[config.mk]
export PLATFORM = sky130hd
export DESIGN_NAME = scdg_clock_ctrl
export DESIGN_NICKNAME = d
export VERILOG_FILES = /design/src/scdg_pkg.sv /design/src/scdg_tick_if.sv /design/src/scdg_div_stage.sv /design/src/scdg_clock_ctrl.sv
export SDC_FILE = /design/constraint.sdc
export NUM_CORES = 1
export LEC_CHECK = 0
export BUFFER_PORTS_ARGS = -buffer_cell sky130_fd_sc_hd__buf_2
export CAP_MARGIN = 20
export CELL_PAD_IN_SITES_DETAIL_PLACEMENT = 0
export CELL_PAD_IN_SITES_GLOBAL_PLACEMENT = 1
export CORE_ASPECT_RATIO = 0.5
export CORE_MARGIN = 2
export CORE_UTILIZATION = 29
export CTS_CLUSTER_DIAMETER = 100
export CTS_CLUSTER_SIZE = 24
export DETAILED_ROUTE_END_ITERATION = 12
export GPL_TIMING_DRIVEN = 1
export PLACE_DENSITY = 0.8
export SYNTH_ARGS = -nofsm -noshare
export SYNTH_HDL_FRONTEND = slang
export SYNTH_SLANG_ARGS = --single-unit
[constraint.sdc]
create_clock -name clk_i -period 1.5 [get_ports clk_i]
set_input_delay 0.3 -clock clk_i [delete_from_list [all_inputs] [get_ports clk_i]]
set_output_delay 0.3 -clock clk_i [all_outputs]
set_load 0.02 [all_outputs]
[src/scdg_pkg.sv]
// package: register map, field layout and reset values of the clock control slice
package scdg_pkg;
    localparam logic [15:0] SCDG_GATE_OFFSET = 16'h1040;
    localparam logic [15:0] SCDG_DIV_OFFSET = 16'h1044;
    localparam int SCDG_DMA_GATE_BIT = 8;
    localparam int SCDG_CORE_DIV_LSB = 28;
    localparam int SCDG_CORE_DIV_W = 4;
    localparam int SCDG_BUS_DIV_LSB = 16;
    localparam int SCDG_BUS_DIV_W = 3;
    localparam logic SCDG_DMA_GATE_RESET = 1'b0;
    localparam logic [3:0] SCDG_CORE_DIV_RESET = 4'h0;
    localparam logic [2:0] SCDG_BUS_DIV_RESET = 3'h1;
    localparam logic [3:0] SCDG_BOOT_DIV1 = 4'h0;
    localparam logic [3:0] SCDG_BOOT_DIV2 = 4'h1;
    localparam logic [3:0] SCDG_BOOT_DIV4 = 4'h3;
    localparam logic [3:0] SCDG_BOOT_DIV8 = 4'h7;
    localparam logic [31:0] SCDG_READ_ZERO = 32'h0000_0000;

    typedef enum logic [1:0] {
        SCDG_BOOT_BY1,
        SCDG_BOOT_BY2,
        SCDG_BOOT_BY4,
        SCDG_BOOT_BY8
    } scdg_boot_t;
endpackage

[src/scdg_tick_if.sv]
// interface: ratio and ticks between the clock control top and a divider stage
`timescale 1ns/1ps
interface scdg_tick_if #(
    parameter int RATIO_W = 4
);
    logic tick_in;
    logic [RATIO_W-1:0] ratio;
    logic tick_out;
    modport ctrl (output tick_in, output ratio, input tick_out);
    modport stage (input tick_in, input ratio, output tick_out);
endinterface

[src/scdg_div_stage.sv]
// module: tick divider stage that swaps its ratio only at a period boundary
`timescale 1ns/1ps
module scdg_div_stage #(
    parameter int RATIO_W = 4
) (
    input wire logic clk_i,
    input wire logic resetn_i,
    scdg_tick_if.stage tk
);
    import scdg_pkg::*;

    logic [RATIO_W-1:0] cnt_q, cnt_d;
    logic [RATIO_W-1:0] ratio_q, ratio_d;
    logic wrap;

    always_comb begin
        wrap = tk.tick_in && (cnt_q == ratio_q);
        cnt_d = cnt_q;
        ratio_d = ratio_q;
        if (wrap) begin
            cnt_d = '0;
            ratio_d = tk.ratio;
        end else if (tk.tick_in) begin
            cnt_d = cnt_q + RATIO_W'(1);
        end
    end

    assign tk.tick_out = wrap;

    always_ff @(posedge clk_i or negedge resetn_i) begin
        if (!resetn_i) begin
            cnt_q <= '0;
            ratio_q <= '0;
        end else begin
            cnt_q <= cnt_d;
            ratio_q <= ratio_d;
        end
    end
endmodule // scdg_div_stage

[src/scdg_clock_ctrl.sv]
// module: clock gate and clock divider registers with divided clock enables
// Functional notes
// - bit 8 of gate register switches the dma clock, 1 on
// - reserved bits of both registers read zero and ignore writes
// - divider register writes are dropped in very low power run
// - bits 31-28 divide source to system clock by value plus one
// - system divider loads 0000, 0001, 0011 or 0111 from boot option
// - bits 18-16 divide system clock further to bus clock, value plus one
// - bus divider resets to divide by two regardless of boot option
`timescale 1ns/1ps
module scdg_clock_ctrl
    import scdg_pkg::*;
#(
    parameter int ADDR_W = 16
) (
    input wire logic clk_i,
    input wire logic resetn_i,
    input wire logic [ADDR_W-1:0] addr_i,
    input wire logic [31:0] wdata_i,
    input wire logic we_i,
    input wire logic re_i,
    output logic [31:0] rdata_o,
    input wire logic very_low_power_run_i,
    input wire logic [1:0] low_power_boot_option_i,
    output logic dma_clk_en_o,
    output logic sys_clk_en_o,
    output logic bus_clk_en_o
);

    // ****************************************
    // boot decode
    // ****************************************
    function automatic logic [3:0] scdg_boot_code(input logic [1:0] opt);
        logic [3:0] code;
        code = SCDG_BOOT_DIV1;
        case (scdg_boot_t'(opt))
            SCDG_BOOT_BY1: code = SCDG_BOOT_DIV1;
            SCDG_BOOT_BY2: code = SCDG_BOOT_DIV2;
            SCDG_BOOT_BY4: code = SCDG_BOOT_DIV4;
            SCDG_BOOT_BY8: code = SCDG_BOOT_DIV8;
            default: code = SCDG_BOOT_DIV1;
        endcase
        return code;
    endfunction

    // ****************************************
    // decode and field helpers
    // ****************************************
    function automatic logic scdg_gate_hit(input logic [ADDR_W-1:0] addr);
        logic hit;
        hit = (addr == ADDR_W'(SCDG_GATE_OFFSET));
        return hit;
    endfunction

    function automatic logic scdg_div_hit(input logic [ADDR_W-1:0] addr);
        logic hit;
        hit = (addr == ADDR_W'(SCDG_DIV_OFFSET));
        return hit;
    endfunction

    function automatic logic [3:0] scdg_core_field(input logic [31:0] word);
        logic [3:0] field;
        field = word[SCDG_CORE_DIV_LSB +: SCDG_CORE_DIV_W];
        return field;
    endfunction

    function automatic logic [2:0] scdg_bus_field(input logic [31:0] word);
        logic [2:0] field;
        field = word[SCDG_BUS_DIV_LSB +: SCDG_BUS_DIV_W];
        return field;
    endfunction

    // reserved bits stay zero in every read word
    function automatic logic [31:0] scdg_gate_word(input logic gate);
        logic [31:0] word;
        word = SCDG_READ_ZERO;
        word[SCDG_DMA_GATE_BIT] = gate;
        return word;
    endfunction

    function automatic logic [31:0] scdg_div_word(input logic [3:0] core,
        input logic [2:0] bus);
        logic [31:0] word;
        word = SCDG_READ_ZERO;
        word[SCDG_CORE_DIV_LSB +: SCDG_CORE_DIV_W] = core;
        word[SCDG_BUS_DIV_LSB +: SCDG_BUS_DIV_W] = bus;
        return word;
    endfunction

    // ****************************************
    // bus decode
    // ****************************************
    logic gate_wr, div_wr, div_wr_ok, gate_rd, div_rd;

    // unmapped addresses select nothing: writes vanish, reads give zero
    always_comb begin
        gate_wr = 1'b0;
        div_wr = 1'b0;
        gate_rd = 1'b0;
        div_rd = 1'b0;
        if (we_i) begin
            if (scdg_gate_hit(addr_i)) begin
                gate_wr = 1'b1;
            end else if (scdg_div_hit(addr_i)) begin
                div_wr = 1'b1;
            end
        end
        if (re_i) begin
            if (scdg_gate_hit(addr_i)) begin
                gate_rd = 1'b1;
            end else if (scdg_div_hit(addr_i)) begin
                div_rd = 1'b1;
            end
        end
        div_wr_ok = div_wr && !very_low_power_run_i;
    end

    // ****************************************
    // boot load
    // ****************************************
    logic boot_done_q, boot_done_d;

    // low for the first edge after reset only: that edge loads the boot ratio
    // and drops any write, so software cannot race the boot load
    always_comb begin
        boot_done_d = 1'b1;
    end

    always_ff @(posedge clk_i or negedge resetn_i) begin
        if (!resetn_i) begin
            boot_done_q <= 1'b0;
        end else begin
            boot_done_q <= boot_done_d;
        end
    end

    // ****************************************
    // dma clock gate
    // ****************************************
    logic dma_gate_q, dma_gate_d;

    always_comb begin
        dma_gate_d = dma_gate_q;
        if (boot_done_q && gate_wr) begin
            dma_gate_d = wdata_i[SCDG_DMA_GATE_BIT];
        end
    end

    always_ff @(posedge clk_i or negedge resetn_i) begin
        if (!resetn_i) begin
            dma_gate_q <= SCDG_DMA_GATE_RESET;
        end else begin
            dma_gate_q <= dma_gate_d;
        end
    end

    // ****************************************
    // divider register
    // ****************************************
    logic [3:0] core_div_q, core_div_d;
    logic [2:0] bus_div_q, bus_div_d;

    // a write blocked in very low power run leaves both ratio fields as they were
    always_comb begin
        core_div_d = core_div_q;
        bus_div_d = bus_div_q;
        if (!boot_done_q) begin
            core_div_d = scdg_boot_code(low_power_boot_option_i);
        end else if (div_wr_ok) begin
            core_div_d = scdg_core_field(wdata_i);
            bus_div_d = scdg_bus_field(wdata_i);
        end
    end

    always_ff @(posedge clk_i or negedge resetn_i) begin
        if (!resetn_i) begin
            core_div_q <= SCDG_CORE_DIV_RESET;
            bus_div_q <= SCDG_BUS_DIV_RESET;
        end else begin
            core_div_q <= core_div_d;
            bus_div_q <= bus_div_d;
        end
    end

    // ****************************************
    // read data
    // ****************************************
    logic [31:0] rdata_q, rdata_d;

    // answer stands one cycle after the strobe, zero otherwise
    always_comb begin
        rdata_d = SCDG_READ_ZERO;
        if (gate_rd) begin
            rdata_d = scdg_gate_word(dma_gate_q);
        end else if (div_rd) begin
            rdata_d = scdg_div_word(core_div_q, bus_div_q);
        end
    end

    always_ff @(posedge clk_i or negedge resetn_i) begin
        if (!resetn_i) begin
            rdata_q <= SCDG_READ_ZERO;
        end else begin
            rdata_q <= rdata_d;
        end
    end

    // ****************************************
    // system stage
    // ****************************************
    scdg_tick_if #(.RATIO_W(SCDG_CORE_DIV_W)) sys_tk ();

    assign sys_tk.tick_in = 1'b1;
    assign sys_tk.ratio = core_div_q;

    scdg_div_stage #(.RATIO_W(SCDG_CORE_DIV_W)) u_sys_stage (
        .clk_i(clk_i),
        .resetn_i(resetn_i),
        .tk(sys_tk)
    );

    logic sys_en_q, sys_en_d;

    // one pulse per system period; the stage swaps ratio only on a wrap
    always_comb begin
        sys_en_d = sys_tk.tick_out;
    end

    always_ff @(posedge clk_i or negedge resetn_i) begin
        if (!resetn_i) begin
            sys_en_q <= 1'b0;
        end else begin
            sys_en_q <= sys_en_d;
        end
    end

    // ****************************************
    // bus stage
    // ****************************************
    scdg_tick_if #(.RATIO_W(SCDG_BUS_DIV_W)) bus_tk ();

    assign bus_tk.tick_in = sys_tk.tick_out;
    assign bus_tk.ratio = bus_div_q;

    scdg_div_stage #(.RATIO_W(SCDG_BUS_DIV_W)) u_bus_stage (
        .clk_i(clk_i),
        .resetn_i(resetn_i),
        .tk(bus_tk)
    );

    logic bus_en_q, bus_en_d;

    // aligned enables
    // registered beside the system enable, so a bus pulse always sits on a system pulse
    always_comb begin
        bus_en_d = bus_tk.tick_out;
    end

    always_ff @(posedge clk_i or negedge resetn_i) begin
        if (!resetn_i) begin
            bus_en_q <= 1'b0;
        end else begin
            bus_en_q <= bus_en_d;
        end
    end

    // ****************************************
    // port outputs
    // ****************************************
    assign rdata_o = rdata_q;
    assign dma_clk_en_o = dma_gate_q;
    assign sys_clk_en_o = sys_en_q;
    assign bus_clk_en_o = bus_en_q;
endmodule // scdg_clock_ctrl

Word-level counts from Yosys, hierarchy flattened:

Index checks and enable logic that the tools add are counted.

* logic and storage cells: 43
* bits of input ports: 55
* register bits: 57

* equality and inequality tests: 8
* reduce and logical (&&, ||, !) cells: 7
* mux-type cells: 15
* add/subtract/negate cells: 2

Operators by type and width (count)
* 32-bit 2-to-1 mux: 2
* 16-bit by 13-bit == test with 1-bit output (second input constant): 2
* 4-bit case mux with 4 select lines: 1
* 4-bit 2-to-1 mux: 3
* 1-bit 2-to-1 mux: 7
* 3-bit 2-to-1 mux: 2
* 4-bit by 1-bit adder with 4-bit output (second input constant): 1
* 2-bit == test (second input constant): 2
* 4-bit == test: 1
* 3-bit by 1-bit adder with 3-bit output (second input constant): 1
* 3-bit == test: 1
* 1-bit logical AND: 3
* 2-bit by 1-bit == test with 1-bit output (second input constant): 1
* 2-bit logical NOT: 1
* 2-bit inequality test (second input constant): 1
* 2-bit AND reduction: 1
* 2-bit nonzero test: 1
* 1-bit logical NOT: 1

Depth between registers and ports, before layout:

* depth in word-level cells: 7
* gate-level depth with buffers: 5
* gate-level depth less buffers: 4

Modules after synthesis:

A second synthesis with hierarchy kept.

* cell total of the unflattened synthesis: 149
* area total of the unflattened synthesis: 1686.6 sq um

By module, submodules not included
* scdg_clock_ctrl: area an instance 997.2 sq um, sequential area each 476.7 sq um, times used 1, cells each 91
* scdg_div_stage at u_sys_stage: area an instance 374.1 sq um, sequential area each 200.2 sq um, times used 1, cells each 31
* scdg_div_stage at u_bus_stage: area an instance 315.3 sq um, sequential area each 150.1 sq um, times used 1, cells each 27

Worst setup path before layout:

No wires, ideal clock.

* path kind: register -> register
* start point: reg u_sys_stage.cnt_q[0]
* end point: reg u_bus_stage.ratio_q[0]
* data required time: 1373 ps
* cell stages (with the launch flop): 6
* setup slack: -134 ps
* buffers on the path: 1
* arrival: 1506 ps
* setup time: 127 ps
* path through: dfrtp_1 -> xor2_1 -> nor4_4 -> and2_1 -> buf_4 -> mux2_1

* cells in the longest elaborated chain, start to end: 2

Ends and longest elaborated chain
* start, declared: RTL line scdg_div_stage.sv:12 `logic [RATIO_W-1:0] cnt_q, cnt_d;`
* start signal, assigned: RTL line scdg_div_stage.sv:35 `cnt_q <= cnt_d;`
* 4-bit == test: RTL line scdg_div_stage.sv:17 `wrap = tk.tick_in && (cnt_q == ratio_q);`
* 1-bit logical AND: RTL line scdg_div_stage.sv:17
* net bus_en_d: RTL line scdg_clock_ctrl.sv:251 `logic bus_en_q, bus_en_d;`
* end signal, assigned: RTL line scdg_div_stage.sv:36 `ratio_q <= ratio_d;`
* end, declared: RTL line scdg_div_stage.sv:13 `logic [RATIO_W-1:0] ratio_q, ratio_d;`

The timed path passes the listed nets, and every way through them passes these cells.
A chain may end at the register's enable or synchronous reset.

Worst setup path in the final report:

* start point: reg u_sys_stage.ratio_q[1]
* end point: reg u_bus_stage.ratio_q[2]

* cells in the longest elaborated chain, start to end: 2

Ends and longest elaborated chain (RTL line)
* start, declared: scdg_div_stage.sv:13
* start signal, assigned: scdg_div_stage.sv:36
* 4-bit == test: scdg_div_stage.sv:17
* 1-bit logical AND: scdg_div_stage.sv:17

No other way between the ends.

==> results.txt <==
series of cell instances along the critical path = xor2_1, nor4_4, and2_4, mux2_1
GRT Util Overall = 0.0938
total leakage power = 0.00108 µW
fraction of registers with async set or reset after synthesis = 1.00
endpoint arrival time on the critical path = 1.70 ns
Root Buffer Master = clkbuf_8
number of placed instances, taps included = 264
cell area after synthesis = 1610 µm²
H-tree depth = 2
wire length of the first global-routing pass = 4.52 mm
maximum net fanout on the critical path = 4
hold path endpoint = rdata_o[8]$_DFF_PN0_
post-route clock skew = 0.00671 ns
number of synthesis warnings = 0
floorplan die width = 109 µm
R2R Path End = u_bus_stage.ratio_q[2]$_DFFE_PN0P_
largest net degree at the start of global routing = 18
least setup slack across all paths after layout = -0.0303 ns
fmax = 0.653 GHz
max-slew violation count = 0
die outline height = 56.7 µm
required time of the critical path = 1.67 ns
portion of netlist area occupied by mux cells = 0.0832
hold violation count in the final report = 0
path type of the worst min-delay path = input pin to flip-flop
routed len/inst = 10.0 µm
number of ports placed on the die boundary = 90
synth cell count leaders = dfrtp_1 (32), buf_4 (26), and2_1 (8), mux2_2 (8), xor2_1 (8)
Mapped Cells = 142
Layout area overhead = 31.3%
CTS Buffer Depth = 2
sequential share of power = 0.381
WHS Path Cells = 3
switching share of total power = 0.272
internal power = 2060 µW
Yosys top cell area share = 0.498
portion of the post-synthesis area used by sequential elements = 0.514
worst hold slack = 0.236 ns
Clk pwr share = 0.347
area share of and/or/nand/nor cells after synthesis = 0.140
Starting DRT DRC Count = 22
TritonCTS clock tree = built
library cells used by synthesis = 33
Setup crit start kind = flip-flop
stage delay of the slowest cell on the critical path = 0.38 ns
area fraction in compound gates after synthesis = 0.0575
number of cells in the finished layout apart from fillers = 277
Main synth FF type = dfrtp_1
DRC violations left = 0
number of cells on the worst reg-to-reg path = 4
post-layout min period = 1.53 ns
violated checks = negative setup slack
share of the synthesized netlist area taken by xor and xnor gates = 0.0490
start point of the worst hold path = re_i
final worst-path cycle share = 1.02
EDFF count, synth = 0
cell type contributing the most total cell area after synthesis = dfrtp_1
Detailed Routing Iterations Pass 1 = 4
total number of clock tree sinks = 33
adder-cell share of the synthesized area = 0.0156
via count of the first global-routing pass = 1,079
beginning of the worst register-to-register path = u_sys_stage.ratio_q[1]$_DFFE_PN0N_
clock input transition at the sequential cells of the worst setup and hold paths = 0.07 ns
RD Place Congestion = 0.781
via count of the routed design = 1,116
Die Area = 6200 µm²
worst setup path category = flip-flop to flip-flop
total gr overflow = 0
count of input and output buffers = 41
maximum vdd drop = 447 µV
most numerous cell in the Yosys netlist = dfrtp_1
Clk Latency, worst-skew pair = 0.28 ns
number of standard-cell rows in the floorplan = 19
cts bufs inserted = 5
via-per-instance ratio = 4.03
total chip power = 2840 µW
total net switching power = 773 µW
share of layout cells above drive strength 1 = 0.402
outcome = complete, but fails checks
top post-synthesis cells by area = dfrtp_1 (50%), buf_4 (12%), mux2_2 (5.6%)
power per cell area = 1340 nW/µm²
Core Area = 5420 µm²
Final #Nets = 260
total wire length = 2.77 mm
fraction of power consumed by combinational cells = 0.272
number of antenna repair diodes = 0
CP endpoint kind = flip-flop
initial antenna violation count = 0
final-report setup violation count = 6
CP max stage cell = dfrtp_1
count of antenna-violating nets left after detailed routing = 0
synthesized area per cell = 11.3 µm²
RSZ-0062 raised after global routing = yes
DP HPWL = 2.13 mm
effective utilization at floorplan = 0.297
maxcap violations = 0
register-to-register path setup slack = -0.03 ns
Synth Register Bits = 33
dominant combinational cell family by area after synthesis = simple AND/OR/NAND/NOR gates
==> power by group through the flow <==
stage | sequential (µW) | combinational, µW | clock [µW]
2_1_floorplan | 1110 | 515 | 0
3_3_place_gp | 1090 | 661 | 0
3_5_place_dp | 1100 | 684 | 0
4_1_cts | 1080 | 768 | 1010
5_1_grt | 1090 | 854 | 1050
6_report | 1080 | 771 | 985
==> per-layer routing <==
| metal | global-route usage | part of all wire |
|---|---|---|
| met4 | 0.0524 | 0.019 |
| met2 | 0.163 | 0.52 |
| met3 | 0.0244 | 0.046 |
| met5 | 0 | 0 |
| met1 | 0.105 | 0.41 |
==> sequential cells by signal, summed over array words and instances (netlist names) <==
register             flops
boot_done_q              1
u_sys_stage.ratio_q      4
u_bus_stage.ratio_q      3
bus_clk_en_o             1
u_sys_stage.cnt_q        4
dma_clk_en_o             1
u_bus_stage.cnt_q        3
core_div_q               4
bus_div_q                3
sys_clk_en_o             1
rdata_o                  8
==> cell type report <==
type,instances,area (µm²)
clock buffers,5,68.8
clock inverters,3,65.1
fillers,544,3310
inverters,4,15.0
multi-input cells,100,686
flip-flops and latches,33,827
well taps,73,91.3
repair buffers,59,359
==> per-stage QoR <==
| stage | instance area [µm²] | setup slack [ns] | utilization | setup TNS [ns] |
|---|---|---|---|---|
| 2_1_floorplan | 1700 | -0.0997 | - | -0.395 |
| 3_3_place_gp | 1900 | -0.235 | 0.350 | -1.70 |
| 3_5_place_dp | 1900 | -0.228 | 0.350 | -2.10 |
| 4_1_cts | 2070 | -0.0642 | 0.382 | -0.355 |
| 5_1_grt | 2110 | -0.109 | 0.390 | -0.679 |
| 6_report | 2110 | -0.0303 | 0.390 | -0.137 |
==> cell families after synthesis <==
group	Yosys count
AO/OA/AOI/OAI	15
XOR/XNOR	9
adder cells (fa/ha/maj)	2
buffers and inverters	32
flip-flops	33
multiplexers	12
other	2
AND/OR/NAND/NOR	37
==> critical path: cells and delay by family, from the launching register on <==
family	cells	cell delay, ns
flip-flops	1	0.38
AND/OR/NAND/NOR	2	0.54
multiplexers	1	0.32
XOR/XNOR	1	0.18
==> worst max path at each step <==
stage / startpoint / to / slack (ns) / depth (start not counted)
finish: u_sys_stage.ratio_q[1]$_DFFE_PN0N_ / u_bus_stage.ratio_q[2]$_DFFE_PN0P_ / -0.03 / 4
global route: u_sys_stage.ratio_q[1]$_DFFE_PN0N_ / u_bus_stage.cnt_q[0]$_DFFE_PN0P_ / -0.11 / 5
detailed placement: addr_i[1] / bus_div_q[2]$_DFFE_PN0P_ / -0.23 / 6
CTS: u_sys_stage.ratio_q[1]$_DFFE_PN0N_ / u_bus_stage.cnt_q[2]$_DFFE_PN0P_ / -0.06 / 5
global placement: addr_i[4] / bus_div_q[1]$_DFFE_PN0P_ / -0.23 / 6
floorplan: u_sys_stage.cnt_q[1]$_DFF_PN0_ / u_bus_stage.ratio_q[0]$_DFFE_PN0P_ / -0.1 / 5
==> cells in the final DEF (no fill, tap or decap), types with 2 or more instances in the layout <==
master / netlist / routed
buf_2: 1 / 41
dfrtp_1: 32 / 32
conb_1: 2 / 25
buf_4: 26 / 15
xor2_1: 8 / 8
mux2_2: 8 / 8
and2_1: 8 / 7
nor3_1: 5 / 5
nor2_1: 5 / 5
o21a_1: 5 / 5
clkbuf_8: 0 / 5
nand2_1: 4 / 4
inv_1: 4 / 4
o21ai_0: 4 / 4
a21oi_1: 4 / 4
nand3_1: 3 / 3
mux2_1: 3 / 3
nor4_4: 1 / 2
nor2b_1: 2 / 2
ha_1: 2 / 2
bufinv_16: 0 / 2
==> what timing repair did <==
item,in CTS,in global routing
pin swaps,1,2
resized for setup,2,5
endpoints found under the setup margin,10,14
hold buffers,1,0
endpoints found under the hold margin,16,0
buffers inserted,3,1
Power figures use the tool's default switching activity.
